## config.mk

```make
export PLATFORM = sky130hd
export DESIGN_NAME = scss_clock_select
export DESIGN_NICKNAME = d
export VERILOG_FILES = /design/src/design/scss_pkg.sv /design/src/design/scss_clock_select.sv /design/src/design/scss_tx_counter.sv
export SDC_FILE = /design/constraint.sdc
export NUM_CORES = 1
export LEC_CHECK = 0
export BUFFER_PORTS_ARGS = -buffer_cell sky130_fd_sc_hd__clkbuf_2
export CAP_MARGIN = 20
export CORE_ASPECT_RATIO = 0.6
export CORE_MARGIN = 5
export CORE_UTILIZATION = 54
export CTS_BUF_LIST = sky130_fd_sc_hd__clkbuf_8
export CTS_CLUSTER_SIZE = 24
export DETAILED_ROUTE_END_ITERATION = 8
export HOLD_SLACK_MARGIN = 0.08
export PLACE_DENSITY = 0.86
export SYNTH_ARGS = -nofsm -noshare
export SYNTH_HDL_FRONTEND = slang
export SYNTH_SLANG_ARGS = --single-unit
```

## constraint.sdc

```tcl
create_clock -name aclk -period 2.9 [get_ports aclk]
set_input_delay 0.29 -clock aclk [delete_from_list [all_inputs] [get_ports aclk]]
set_output_delay 0.29 -clock aclk [all_outputs]
set_load 0.01 [all_outputs]
```

## src/design/scss_pkg.sv

```systemverilog
// Constants and types shared by the serial clock source select block.
// Assumes a 100 MHz aclk and an AXI4-Lite master with 32-bit data.
package scss_pkg;

    // AXI4-Lite address width and register byte offsets
    localparam int          ADDR_W           = 4;
    localparam logic [3:0]  OFF_CLOCK_MODE   = 4'h0;
    localparam logic [3:0]  OFF_LINE_CONFIG  = 4'h4;
    localparam logic [3:0]  OFF_STATUS       = 4'h8;

    // AXI response codes
    localparam logic [1:0]  RESP_OKAY        = 2'h0;
    localparam logic [1:0]  RESP_SLVERR      = 2'h2;

    // Values after reset
    localparam logic [7:0]  CLOCK_MODE_RESET = 8'h08;
    localparam logic [6:0]  LINE_CONFIG_RESET = 7'h00;

    // Clock mode register fields
    localparam int          CM_OSC_EN        = 7;
    localparam int          CM_RX_SRC_HI     = 6;
    localparam int          CM_RX_SRC_LO     = 5;
    localparam int          CM_TX_SRC_HI     = 4;
    localparam int          CM_TX_SRC_LO     = 3;
    localparam int          CM_BIDIR_DRIVE   = 2;
    localparam int          CM_BIDIR_SEL_HI  = 1;
    localparam int          CM_BIDIR_SEL_LO  = 0;

    // Clock source codes for the receive and transmit fields
    localparam logic [1:0]  SRC_COMBINED_PIN = 2'h0;
    localparam logic [1:0]  SRC_BIDIR_PIN    = 2'h1;
    localparam logic [1:0]  SRC_BAUD_GEN     = 2'h2;
    localparam logic [1:0]  SRC_PLL          = 2'h3;

    // Bidirectional pin output selection codes
    localparam logic [1:0]  OUT_XTAL_OSC     = 2'h0;
    localparam logic [1:0]  OUT_TX_CLOCK     = 2'h1;
    localparam logic [1:0]  OUT_BAUD_GEN     = 2'h2;
    localparam logic [1:0]  OUT_PLL_RX       = 2'h3;

    // Line configuration register fields
    localparam int          LC_ENC_HI        = 1;
    localparam int          LC_ENC_LO        = 0;
    localparam int          LC_RATE_HI       = 3;
    localparam int          LC_RATE_LO       = 2;
    localparam int          LC_SYNC_MODE     = 4;
    localparam int          LC_EXT_SYNC      = 5;
    localparam int          LC_RX_ENABLE     = 6;

    // Data encodings and asynchronous clock rates
    localparam logic [1:0]  ENC_NRZ          = 2'h0;
    localparam logic [1:0]  ENC_NRZI         = 2'h1;
    localparam logic [1:0]  ENC_FM1          = 2'h2;
    localparam logic [1:0]  ENC_FM0          = 2'h3;
    localparam logic [1:0]  RATE_X1          = 2'h0;

    // Transmit clock counter divide ratios
    localparam int          FM_DIVIDE        = 16;
    localparam int          NRZI_DIVIDE      = 32;

    // Synchroniser bit positions
    localparam int          SY_COMBINED      = 0;
    localparam int          SY_BIDIR         = 1;
    localparam int          SY_XTAL          = 2;
    localparam int          SY_RX_DATA       = 3;

    typedef enum logic [1:0] {RX_IDLE, RX_WAIT, RX_ASSEMBLE} scss_rx_state_t;

endpackage

```

## src/design/scss_clock_select.sv

```systemverilog
// Clock source selection for one serial channel, with AXI4-Lite registers.
// Assumes pins arrive asynchronous; baud and loop clocks are aclk levels.
//
// Chosen here: the register offsets and the AXI4-Lite register port.
`timescale 1ns/1ps
module scss_clock_select
(
    // Clock and reset
    input  wire logic        aclk,
    input  wire logic        aresetn,
    // AXI4-Lite write address
    input  wire logic [3:0]  s_axi_awaddr,
    input  wire logic [2:0]  s_axi_awprot,
    input  wire logic        s_axi_awvalid,
    output logic             s_axi_awready,
    // AXI4-Lite write data
    input  wire logic [31:0] s_axi_wdata,
    input  wire logic [3:0]  s_axi_wstrb,
    input  wire logic        s_axi_wvalid,
    output logic             s_axi_wready,
    // AXI4-Lite write response
    output logic [1:0]       s_axi_bresp,
    output logic             s_axi_bvalid,
    input  wire logic        s_axi_bready,
    // AXI4-Lite read address
    input  wire logic [3:0]  s_axi_araddr,
    input  wire logic [2:0]  s_axi_arprot,
    input  wire logic        s_axi_arvalid,
    output logic             s_axi_arready,
    // AXI4-Lite read data
    output logic [31:0]      s_axi_rdata,
    output logic [1:0]       s_axi_rresp,
    output logic             s_axi_rvalid,
    input  wire logic        s_axi_rready,
    // Pins
    input  wire logic        combined_clock_pin_in,
    input  wire logic        bidir_clock_pin_in,
    output logic             bidir_clock_pin_out,
    output logic             bidir_clock_pin_oe,
    output logic             sync_pin_out,
    output logic             sync_pin_oe,
    input  wire logic        xtal_osc_in,
    input  wire logic        rx_data_pin,
    // Internal clock sources
    input  wire logic        baud_rate_generator_clk,
    input  wire logic        pll_receive_output,
    input  wire logic        pll_source_clk,
    // Receiver and sync hooks
    input  wire logic        sync_pulse_req,
    input  wire logic        rx_char_done,
    // Clock and strobe outputs to receiver and transmitter, oscillator enable and status
    output logic             rx_clock,
    output logic             tx_clock,
    output logic             rx_sample,
    output logic             rx_assemble_start,
    output logic             osc_amp_enable,
    output logic             ext_sync_active,
    output logic [1:0]       encoding_effective
);

    typedef struct packed {
        logic                    aw_got;
        logic [3:0]              aw_addr;
        logic                    w_got;
        logic [7:0]              w_data;
        logic                    w_strb0;
        logic                    bvalid;
        logic [1:0]              bresp;
        logic                    rvalid;
        logic [31:0]             rdata;
        logic [1:0]              rresp;
        logic [7:0]              clk_mode;
        logic [6:0]              cfg;
        logic [3:0]              sync1;
        logic [3:0]              sync2;
        logic                    rx_clk;
        logic                    rx_clk_d;
        logic                    tx_clk;
        logic                    rx_sample;
        logic                    rx_data_d;
        logic                    bidir_out;
        logic                    bidir_oe;
        logic                    sync_out;
        logic                    sync_oe;
        scss_pkg::scss_rx_state_t rx_state;
        logic                    rx_start;
    } scss_state_t;

    scss_state_t st;
    scss_state_t next_st;

    logic [1:0] rx_sel;
    logic [1:0] tx_sel;
    logic [1:0] out_sel;
    logic       osc_en;
    logic       x1_rate;
    logic [1:0] enc_eff;
    logic       counter_clk;
    logic       combined_src;
    logic       rx_mux;
    logic       tx_mux;
    logic       out_mux;
    logic       sync_mode;

    // Selects a clock from the four documented sources
    function automatic logic pick_source(input logic [1:0] sel,
                                         input logic       comb,
                                         input logic       bidir,
                                         input logic       baud,
                                         input logic       pll);
        logic r;
        r = comb;
        if (sel == scss_pkg::SRC_BIDIR_PIN)
            r = bidir;
        else if (sel == scss_pkg::SRC_BAUD_GEN)
            r = baud;
        else if (sel == scss_pkg::SRC_PLL)
            r = pll;
        return r;
    endfunction

    assign rx_sel    = st.clk_mode[scss_pkg::CM_RX_SRC_HI:scss_pkg::CM_RX_SRC_LO];
    assign tx_sel    = st.clk_mode[scss_pkg::CM_TX_SRC_HI:scss_pkg::CM_TX_SRC_LO];
    assign out_sel   = st.clk_mode[scss_pkg::CM_BIDIR_SEL_HI:scss_pkg::CM_BIDIR_SEL_LO];
    assign osc_en    = st.clk_mode[scss_pkg::CM_OSC_EN];
    assign sync_mode = st.cfg[scss_pkg::LC_SYNC_MODE];
    assign x1_rate   = st.cfg[scss_pkg::LC_RATE_HI:scss_pkg::LC_RATE_LO] == scss_pkg::RATE_X1;

    // Oversampled rates fall back to NRZ
    assign enc_eff = x1_rate ? st.cfg[scss_pkg::LC_ENC_HI:scss_pkg::LC_ENC_LO]
                             : scss_pkg::ENC_NRZ;

    scss_tx_counter u_tx_counter
    (
        .aclk     (aclk),
        .aresetn  (aresetn),
        .src_clk  (pll_source_clk),
        .div_nrzi (!enc_eff[1]),
        .tx_clk   (counter_clk)
    );

    // Combined pin path is inverted; the oscillator takes its place when on
    assign combined_src = osc_en ? st.sync2[scss_pkg::SY_XTAL]
                                 : !st.sync2[scss_pkg::SY_COMBINED];

    assign rx_mux = pick_source(rx_sel, combined_src, st.sync2[scss_pkg::SY_BIDIR],
                                baud_rate_generator_clk, pll_receive_output);
    assign tx_mux = pick_source(tx_sel, combined_src, st.sync2[scss_pkg::SY_BIDIR],
                                baud_rate_generator_clk, counter_clk);

    // Bidirectional pin output choice
    always_comb
    begin
        out_mux = st.tx_clk;
        if (out_sel == scss_pkg::OUT_XTAL_OSC)
            out_mux = osc_en ? st.sync2[scss_pkg::SY_XTAL] : 1'b1;
        else if (out_sel == scss_pkg::OUT_BAUD_GEN)
            out_mux = baud_rate_generator_clk;
        else if (out_sel == scss_pkg::OUT_PLL_RX)
            out_mux = pll_receive_output;
    end

    always_comb
    begin
        next_st = st;

        // Pin synchronisers
        next_st.sync1 = {rx_data_pin, xtal_osc_in, bidir_clock_pin_in, combined_clock_pin_in};
        next_st.sync2 = st.sync1;

        // Clock multiplexing and sample strobe on the internal falling edge
        next_st.rx_clk    = rx_mux;
        next_st.rx_clk_d  = st.rx_clk;
        next_st.tx_clk    = tx_mux;
        next_st.rx_sample = st.rx_clk_d && !st.rx_clk;
        next_st.bidir_out = out_mux;
        next_st.bidir_oe  = st.clk_mode[scss_pkg::CM_BIDIR_DRIVE]
                            && rx_sel != scss_pkg::SRC_BIDIR_PIN
                            && tx_sel != scss_pkg::SRC_BIDIR_PIN;

        // Sync pin: the amplifier owns it while enabled
        next_st.sync_oe  = !osc_en && sync_mode;
        next_st.sync_out = !osc_en && sync_mode && sync_pulse_req;

        // x1 start detection: one clock period after the first falling edge
        next_st.rx_start = 1'b0;
        if (st.rx_sample)
            next_st.rx_data_d = st.sync2[scss_pkg::SY_RX_DATA];
        if (!st.cfg[scss_pkg::LC_RX_ENABLE] || !x1_rate || sync_mode)
        begin
            next_st.rx_state = scss_pkg::RX_IDLE;
        end
        else
        begin
            case (st.rx_state)
                scss_pkg::RX_IDLE:
                begin
                    if (st.rx_sample && st.rx_data_d && !st.sync2[scss_pkg::SY_RX_DATA])
                        next_st.rx_state = scss_pkg::RX_WAIT;
                end
                scss_pkg::RX_WAIT:
                begin
                    if (st.rx_sample)
                    begin
                        next_st.rx_start = 1'b1;
                        next_st.rx_state = scss_pkg::RX_ASSEMBLE;
                    end
                end
                scss_pkg::RX_ASSEMBLE:
                begin
                    if (rx_char_done)
                        next_st.rx_state = scss_pkg::RX_IDLE;
                end
                default:
                begin
                    next_st.rx_state = scss_pkg::RX_IDLE;
                end
            endcase
        end

        // AXI write: address and data in either order
        if (s_axi_awvalid && s_axi_awready)
        begin
            next_st.aw_got  = 1'b1;
            next_st.aw_addr = s_axi_awaddr;
        end
        if (s_axi_wvalid && s_axi_wready)
        begin
            next_st.w_got   = 1'b1;
            next_st.w_data  = s_axi_wdata[7:0];
            next_st.w_strb0 = s_axi_wstrb[0];
        end
        if (st.aw_got && st.w_got && !st.bvalid)
        begin
            next_st.aw_got = 1'b0;
            next_st.w_got  = 1'b0;
            next_st.bvalid = 1'b1;
            next_st.bresp  = scss_pkg::RESP_OKAY;
            if (st.aw_addr == scss_pkg::OFF_CLOCK_MODE)
            begin
                if (st.w_strb0)
                    next_st.clk_mode = st.w_data;
            end
            else if (st.aw_addr == scss_pkg::OFF_LINE_CONFIG)
            begin
                if (st.w_strb0)
                    next_st.cfg = st.w_data[6:0];
            end
            else if (st.aw_addr != scss_pkg::OFF_STATUS)
            begin
                next_st.bresp = scss_pkg::RESP_SLVERR;
            end
        end
        if (st.bvalid && s_axi_bready)
            next_st.bvalid = 1'b0;

        // AXI read: clock mode register is write-only and reads zero
        if (s_axi_arvalid && s_axi_arready)
        begin
            next_st.rvalid = 1'b1;
            next_st.rresp  = scss_pkg::RESP_OKAY;
            next_st.rdata  = 32'h00000000;
            if (s_axi_araddr == scss_pkg::OFF_LINE_CONFIG)
                next_st.rdata = {25'h0000000, st.cfg};
            else if (s_axi_araddr == scss_pkg::OFF_STATUS)
                next_st.rdata = {24'h000000, st.rx_state == scss_pkg::RX_ASSEMBLE,
                                 ext_sync_active, enc_eff, st.rx_clk, st.tx_clk,
                                 osc_en, st.bidir_oe};
            else if (s_axi_araddr != scss_pkg::OFF_CLOCK_MODE)
                next_st.rresp = scss_pkg::RESP_SLVERR;
        end
        else if (st.rvalid && s_axi_rready)
        begin
            next_st.rvalid = 1'b0;
        end
    end

    always_ff @(posedge aclk)
    begin
        if (!aresetn)
        begin
            st          <= '0;
            st.clk_mode <= scss_pkg::CLOCK_MODE_RESET;
            st.cfg      <= scss_pkg::LINE_CONFIG_RESET;
            st.rx_state <= scss_pkg::RX_IDLE;
        end
        else
        begin
            st <= next_st;
        end
    end

    assign s_axi_awready       = !st.aw_got && !st.bvalid;
    assign s_axi_wready        = !st.w_got && !st.bvalid;
    assign s_axi_bvalid        = st.bvalid;
    assign s_axi_bresp         = st.bresp;
    assign s_axi_arready       = !st.rvalid;
    assign s_axi_rvalid        = st.rvalid;
    assign s_axi_rdata         = st.rdata;
    assign s_axi_rresp         = st.rresp;
    assign bidir_clock_pin_out = st.bidir_out;
    assign bidir_clock_pin_oe  = st.bidir_oe;
    assign sync_pin_out        = st.sync_out;
    assign sync_pin_oe         = st.sync_oe;
    assign rx_clock            = st.rx_clk;
    assign tx_clock            = st.tx_clk;
    assign rx_sample           = st.rx_sample;
    assign rx_assemble_start   = st.rx_start;
    assign osc_amp_enable      = osc_en;
    assign ext_sync_active     = st.cfg[scss_pkg::LC_EXT_SYNC] && sync_mode && !osc_en;
    assign encoding_effective  = enc_eff;

    a_bidir_drive_cond : assert property (@(posedge aclk) disable iff (!aresetn)
        st.bidir_oe |-> ($past(st.clk_mode[scss_pkg::CM_BIDIR_DRIVE])
                         && $past(rx_sel) != scss_pkg::SRC_BIDIR_PIN
                         && $past(tx_sel) != scss_pkg::SRC_BIDIR_PIN))
        else $error("bidir pin driven while a clock uses it");

    a_osc_off_high : assert property (@(posedge aclk) disable iff (!aresetn)
        (aresetn && out_sel == scss_pkg::OUT_XTAL_OSC && !osc_en) |=> st.bidir_out)
        else $error("bidir pin not high with oscillator off");

    a_tx_from_counter : assert property (@(posedge aclk) disable iff (!aresetn)
        (tx_sel == scss_pkg::SRC_PLL) |=> (st.tx_clk == $past(counter_clk)))
        else $error("transmit clock not taken from counter");

    a_rx_from_pll : assert property (@(posedge aclk) disable iff (!aresetn)
        (rx_sel == scss_pkg::SRC_PLL) |=> (st.rx_clk == $past(pll_receive_output)))
        else $error("receive clock not taken from loop output");

    a_sample_on_fall : assert property (@(posedge aclk) disable iff (!aresetn)
        $fell(st.rx_clk) |=> st.rx_sample)
        else $error("receive sample missed a falling edge");

    a_x1_wait_clock : assert property (@(posedge aclk) disable iff (!aresetn)
        st.rx_start |-> ($past(st.rx_state) == scss_pkg::RX_WAIT && $past(st.rx_sample)))
        else $error("character assembly started without one clock wait");

    a_fast_rate_nrz : assert property (@(posedge aclk) disable iff (!aresetn)
        !x1_rate |-> (encoding_effective == scss_pkg::ENC_NRZ))
        else $error("oversampled rate with non-NRZ encoding");

    a_osc_no_sync : assert property (@(posedge aclk) disable iff (!aresetn)
        osc_en ##1 osc_en |-> (!sync_pin_out && !sync_pin_oe && !ext_sync_active))
        else $error("sync pin active with oscillator enabled");

    a_osc_combined : assert property (@(posedge aclk) disable iff (!aresetn)
        (osc_en && rx_sel == scss_pkg::SRC_COMBINED_PIN)
            |=> (st.rx_clk == $past(st.sync2[scss_pkg::SY_XTAL])))
        else $error("combined pin user not fed by oscillator");

endmodule

```

## src/design/scss_tx_counter.sv

```systemverilog
// Transmit clock counter running beside the phase-locked loop.
// Assumes src_clk is a level from logic on aclk, sampled every cycle.
`timescale 1ns/1ps
module scss_tx_counter
#(
    parameter int FM_DIV   = scss_pkg::FM_DIVIDE,
    parameter int NRZI_DIV = scss_pkg::NRZI_DIVIDE
)
(
    // Clock and reset
    input  wire logic aclk,
    input  wire logic aresetn,
    // Source clock level and ratio select
    input  wire logic src_clk,
    input  wire logic div_nrzi,
    // Divided transmit clock
    output logic      tx_clk
);

    typedef struct packed {
        logic       src_d;
        logic [4:0] count;
        logic       out;
    } scss_cnt_t;

    scss_cnt_t st;
    scss_cnt_t next_st;
    logic [4:0] half_last;
    logic       src_rise;

    // Half period in source edges, less one
    assign half_last = div_nrzi ? 5'(NRZI_DIV / 2 - 1) : 5'(FM_DIV / 2 - 1);
    assign src_rise  = src_clk && !st.src_d;

    always_comb
    begin
        next_st       = st;
        next_st.src_d = src_clk;
        if (src_rise)
        begin
            if (st.count >= half_last)
            begin
                next_st.count = 5'h00;
                next_st.out   = !st.out;
            end
            else
            begin
                next_st.count = st.count + 5'h01;
            end
        end
    end

    always_ff @(posedge aclk)
    begin
        if (!aresetn)
            st <= '0;
        else
            st <= next_st;
    end

    assign tx_clk = st.out;

    a_toggle_on_wrap : assert property (@(posedge aclk) disable iff (!aresetn)
        (st.out != $past(st.out)) |-> ($past(src_rise) && $past(st.count) == $past(half_last)))
        else $error("transmit counter toggled off its wrap");

endmodule

```

* Yosys cells after proc, flatten, opt, wreduce, memory -nomap -nowiden
Index checks and enable logic that the tools add are counted.
Word-level totals: register bits after elaboration 95, bits of input ports 66, output and inout bits 53, logic and storage cells 127
Cells by class: add/subtract/negate cells 1, $lt $le $gt $ge 1, equality and inequality tests 19, muxes and demuxes 28, bitwise gates (word level) 3, reductions and logical operators 47
Operators by type and width (count):
- logical AND 1 bit | 19
- 2-to-1 mux 2 bit | 9
- 2-to-1 mux 8 bit | 2
- == test 2 bit, second input constant | 7
- 2-to-1 mux 1 bit | 13
- zero test 1 bit | 12
- == test 4 x 3 -> 1 bit, second input constant | 2
- == test 2 x 1 -> 1 bit, second input constant | 3
- zero test 2 bit | 3
- != test 2 bit, second input constant | 3
- one-hot mux 2 bit (3 select lines) | 1
- AND reduction 3 bit | 2
- OR reduction 2 bit | 3
- adder 5 x 1 -> 5 bit, second input constant | 1
- >= comparator 5 bit | 1
- 2-to-1 mux 5 bit | 1
- == test 4 bit, second input constant | 1
- zero test 4 bit | 1
- 2-to-1 mux 4 bit | 1
- != test 2 x 1 -> 1 bit, second input constant | 2
- != test 4 bit, second input constant | 1
- AND reduction 4 bit | 1
- nonzero test 4 bit | 1
- 2-to-1 mux 3 bit | 1
- 5 further kinds | 8

* Logic depth before layout (Yosys ltp)
depth in word-level cells 5, depth in mapped cells 5, gate-level depth less buffers 5

* Modules after synthesis
Synthesis repeated with hierarchy kept, for this count alone.
Unflattened totals: cells, all modules 320, area total of the unflattened synthesis 3032.9 um^2
By module, submodules not included:
- scss_clock_select | times used 1, cells an instance 278, area an instance 2661.3 um^2, seq. area each 1241.2 um^2
- scss_tx_counter | times used 1, cells an instance 42, area an instance 371.6 um^2, seq. area each 140.1 um^2

* Worst setup path before layout
No wires, ideal clock.
path kind reg-to-reg, from reg st[22] (netlist name), to reg u_tx_counter.st, in the netlist u_tx_counter.tx_clk, library setup time 0.071 ns, arrival time 1.724 ns, data required time 2.829 ns, path slack 1.104 ns, cell stages (with the launch flop) 6, buffers on the path 0, period minus slack after synthesis 1.796 ns, cells stage by stage dfxtp_1 nor3b_1 ha_1 a211oi_1 or4_1 a21oi_1
On the way: cells in the longest elaborated chain, start to end 5
Ends and longest elaborated chain:
- start: declaration | line scss_clock_select.sv:89 | scss_state_t st;
- start signal: assignment | line scss_clock_select.sv:289 | st <= next_st;
- zero test 2 bit | line scss_clock_select.sv:127 | assign x1_rate = st.cfg[scss_pkg::LC_RATE_HI:scss_pkg::LC_RATE_LO] == scss_pkg::RATE_X1;
- 2-to-1 mux 2 bit | line scss_clock_select.sv:130 | assign enc_eff = x1_rate ? st.cfg[scss_pkg::LC_ENC_HI:scss_pkg::LC_ENC_LO]
- via encoding_effective[1] | line scss_clock_select.sv:58 | output logic [1:0] encoding_effective
- 2-to-1 mux 4 bit | line scss_tx_counter.sv:32 | assign half_last = div_nrzi ? 5'(NRZI_DIV / 2 - 1) : 5'(FM_DIV / 2 - 1);
- >= comparator 5 bit | line scss_tx_counter.sv:41 | if (st.count >= half_last)
- AND reduction 2 bit (no line)
- end signal: assignment | line scss_tx_counter.sv:58 | st <= next_st;
- end: declaration | line scss_tx_counter.sv:26 | scss_cnt_t st;
The timed path passes the listed nets, and every way through them passes these cells. A chain may end at the register's enable or synchronous reset.

* Worst setup path after layout
from reg st[23] (netlist name), to reg u_tx_counter.st[4] (netlist name)
On the way: cells in the longest elaborated chain, start to end 5
Ends and longest elaborated chain (line):
- zero test 2 bit | scss_clock_select.sv:127
- 2-to-1 mux 2 bit | scss_clock_select.sv:130
- 2-to-1 mux 4 bit | scss_tx_counter.sv:32
- >= comparator 5 bit | scss_tx_counter.sv:41
- 2-to-1 mux 5 bit | scss_tx_counter.sv:41
Every way passes these cells.

==> flow_metrics.py <==
metrics = {
    "outcome": {
        "status": "completed",
    },
    "pwr": {
        "power_frac_comb": 0.090,
        "switching_share": 0.237,
        "leakage_nw": 1.47,
        "power_density_nw_per_um2": 589,
        "p_total_mw": 2.00,
        "p_int_mw": 1.52,
        "seqPwrFrac": 0.508,
        "peakVddDrop_mv": 0.351,
        "clockPowerShare": 0.402,
        "p_switching_uw": 474,
    },
    "clocking": {
        "postCtsSetupBuffers": 0,
        "worstSkewPairLatency_ps": 340,
        "cts_buffer_depth": 2,
        "ctsResizeCount": 0,
        "clock-sinks": 69,
        "cts_tree": "yes",
        "h-tree-depth": 3,
        "hold_buffers": 0,
        "clk_pin_slew_ps": 70,
        "cts_made_buffers": 9,
        "clk_root_buffer_cell": "clkbuf_8",
    },
    "global_route": {
        "grt_pass1_wl_um": 10800,
        "gr-usage-all-layers": 0.196,
        "grt_pass1_vias": 2214,
        "antenna_found_initial": 0,
        "grt_remaining_overflow": 0,
        "grt_max_degree": 28,
    },
    "finish": {
        "diodes": 0,
        "area_growth_pct": 13.0,
        "final_common_cell": "dfxtp_1",
        "layout.nets": 438,
        "drive_gt1_frac": 0.221,
        "layout_common_cells": "69 x dfxtp_1, 59 x clkbuf_2, 32 x nand2_1, 31 x mux2i_1, 30 x nor2_1",
        "fill_cells": 491,
    },
    "logic_synthesis": {
        "ys_warn_count": 0,
        "avgSynthCellArea_sq_um": 9.41,
        "ys_types": 42,
        "syn_area_sq_um": 3000,
        "syn_inst": 319,
        "ys_seq_area_frac": 0.460,
        "async_flop_share": 0,
        "ys_ff_latch": 69,
        "synth_ff_type": "dfxtp_1",
        "synth-edff-count": 0,
    },
    "setup_path": {
        "cpMaxStageDelayCell": "a2111oi_0",
        "path_buf_inv": 0,
        "cp-end-kind": "register",
        "critPathKind": "reg -> reg",
        "critPathTopFamily": "compound AO/OA/AOI/OAI gates",
        "critPathMaxStageDelay_ps": 730,
        "reg2reg_slack_ps": 930,
        "cp-start-kind": "register",
        "worstPathCellList": "nor3b_1, ha_1, a2111oi_0, o31ai_1, a21oi_1",
        "critPathArrivalTime_ps": 2240,
        "required_ps": 3170,
        "rr_startpoint": "st[23]",
        "crit_path_max_fanout": 5,
        "rr_worst_depth": 5,
        "worstReg2RegEnd": "u_tx_counter.st[4]",
    },
    "place": {
        "port_buffers": 59,
        "place.gp.congestion": 0.935,
        "hpwlAfterDp_um": 4680,
    },
    "route": {
        "ant_nets": 0,
        "route.met2.wl_um": 2880,
        "met3_length_um": 570,
        "top_layer_used": "met4",
        "met1Wirelength_um": 2940,
        "drt_first_pass_iters": 4,
        "drtIter0Drc": 113,
        "wl_per_cell_um": 14.5,
        "wirelength_um": 6420,
        "drc": 0,
        "vias": 2308,
        "viasPerCell": 5.20,
    },
    "sta": {
        "fin_worst_skew_ps": 11.4,
        "period_needed_ps": 1970,
        "slew_violations": 0,
        "tns_ps": 0,
        "finalSetupViolCount": 0,
        "fin_crit_sh": 0.679,
        "final_hold_viol_count": 0,
        "relSlewSlack": 0.340,
        "rsz0062_at_grt": "no",
        "worstMarginPinSlew_ps": 985,
        "clock.fmax_ghz": 0.508,
    },
    "min_path": {
        "worst_hold_path_type": "in -> reg",
        "hold_depth": 2,
        "hold_path.startpoint": "sync_pulse_req",
        "hold_end": "sync_pin_out",
    },
    "die": {
        "placementRows": 21,
        "die_h_um": 67.8,
        "die_area_sq_um": 7200,
        "num_io_pins": 119,
        "die_w_um": 106,
        "initial_core_util": 0.547,
        "core_sq_um": 5490,
    },
    "job": {
        "cap_violations": 0,
    },
}
==> sequential cells by signal (all words and copies together), names as in the netlist, 2 cells and up <==
register / cells
rx_sel: 2
u_tx_counter.st: 6
st: 33
next_st: 4
out_sel: 2
s_axi_rdata: 8
==> layout make-up <==
class,count,area [sq um],share of cell area
timing repair buffer,61,310,0.0915
sequential,69,1380,0.407
tap,69,86.3,0.0255
inverter,8,30.0,0.00886
clock buffer,12,165,0.0487
multi-input combinational,221,1370,0.404
clock inverter,4,46.3,0.0137
==> stage by stage <==
step | utilization | cells | worst slack [ps] | hold WS [ps] | area [sq um]
floorplan | - | 344 | 1100 | 395 | 3100
global placement | 0.579 | 428 | 1030 | 399 | 3180
detailed placement | 0.579 | 428 | 964 | 410 | 3180
CTS | 0.617 | 444 | 954 | 130 | 3390
global route | 0.617 | 444 | 684 | 133 | 3390
finish | 0.617 | 444 | 932 | 154 | 3390
==> how the worst max path moves through the flow <==
stage	end	start	slack [ps]	cells after the start
after floorplan	u_tx_counter.tx_clk	st[22]	1100	5
final	u_tx_counter.st[4]	st[23]	930	5
after detailed placement	u_tx_counter.st[4]	st[23]	960	5
after global routing	u_tx_counter.st[5]	st[23]	680	5
after CTS	u_tx_counter.st[4]	st[23]	950	5
after global placement	u_tx_counter.st[4]	st[23]	1030	5
==> synth_stat cells (2+ instances only) <==
cell type | n | area (sq um)
a221oi_1 | 10 | 87.6
a2111oi_0 | 2 | 17.5
nor2_1 | 30 | 113
nor3b_1 | 4 | 30.0
a211oi_1 | 3 | 22.5
buf_1 | 2 | 7.51
nand3b_1 | 3 | 22.5
or3_1 | 4 | 25.0
nand3_1 | 3 | 15.0
or4_1 | 2 | 15.0
o31ai_1 | 2 | 15.0
nand2_1 | 32 | 120
nor4b_2 | 2 | 30.0
inv_1 | 7 | 26.3
nor3_1 | 2 | 10.0
buf_4 | 36 | 270
and3b_1 | 2 | 17.5
buf_2 | 2 | 10.0
clkbuf_1 | 5 | 18.8
a21oi_1 | 15 | 75.1
ha_1 | 2 | 25.0
mux2i_1 | 31 | 310
dfxtp_1 | 69 | 1380
nor4b_1 | 2 | 17.5
nor2b_1 | 3 | 18.8
o211ai_1 | 3 | 22.5
nand2b_1 | 5 | 31.3
and2_1 | 11 | 68.8
o21ai_0 | 12 | 60.1
==> logic make-up (layout without fill, tap and decap cells) <==
| family | after synthesis | in the layout | share of synthesized area |
|---|---|---|---|
| simple gates | 113 | 113 | 0.206 |
| flops | 69 | 69 | 0.460 |
| buf+inv | 54 | 85 | 0.116 |
| compound gates | 49 | 49 | 0.105 |
| mux | 31 | 31 | 0.103 |
| fa+ha+maj | 2 | 2 | 0.00834 |
| other cells | 1 | 26 | 0.00125 |
==> metal layers <==
| metal | up-vias | global-route usage |
|---|---|---|
| li1 | 1151 | - |
| met5 | - | 0 |
| met1 | 1058 | 0.262 |
| met3 | 4 | 0.0755 |
| met4 | 0 | 0.0598 |
| met2 | 95 | 0.293 |
==> power by group through the flow <==
stage	clock network, mW	logic (mW)	registers, mW
floorplan	0	0.157	1.03
global placement	0	0.174	1.03
detailed placement	0	0.179	1.03
CTS	0.827	0.181	1.01
global route	0.873	0.205	1.02
finish	0.803	0.181	1.01
No activity file was read; power rests on OpenSTA's default activity.
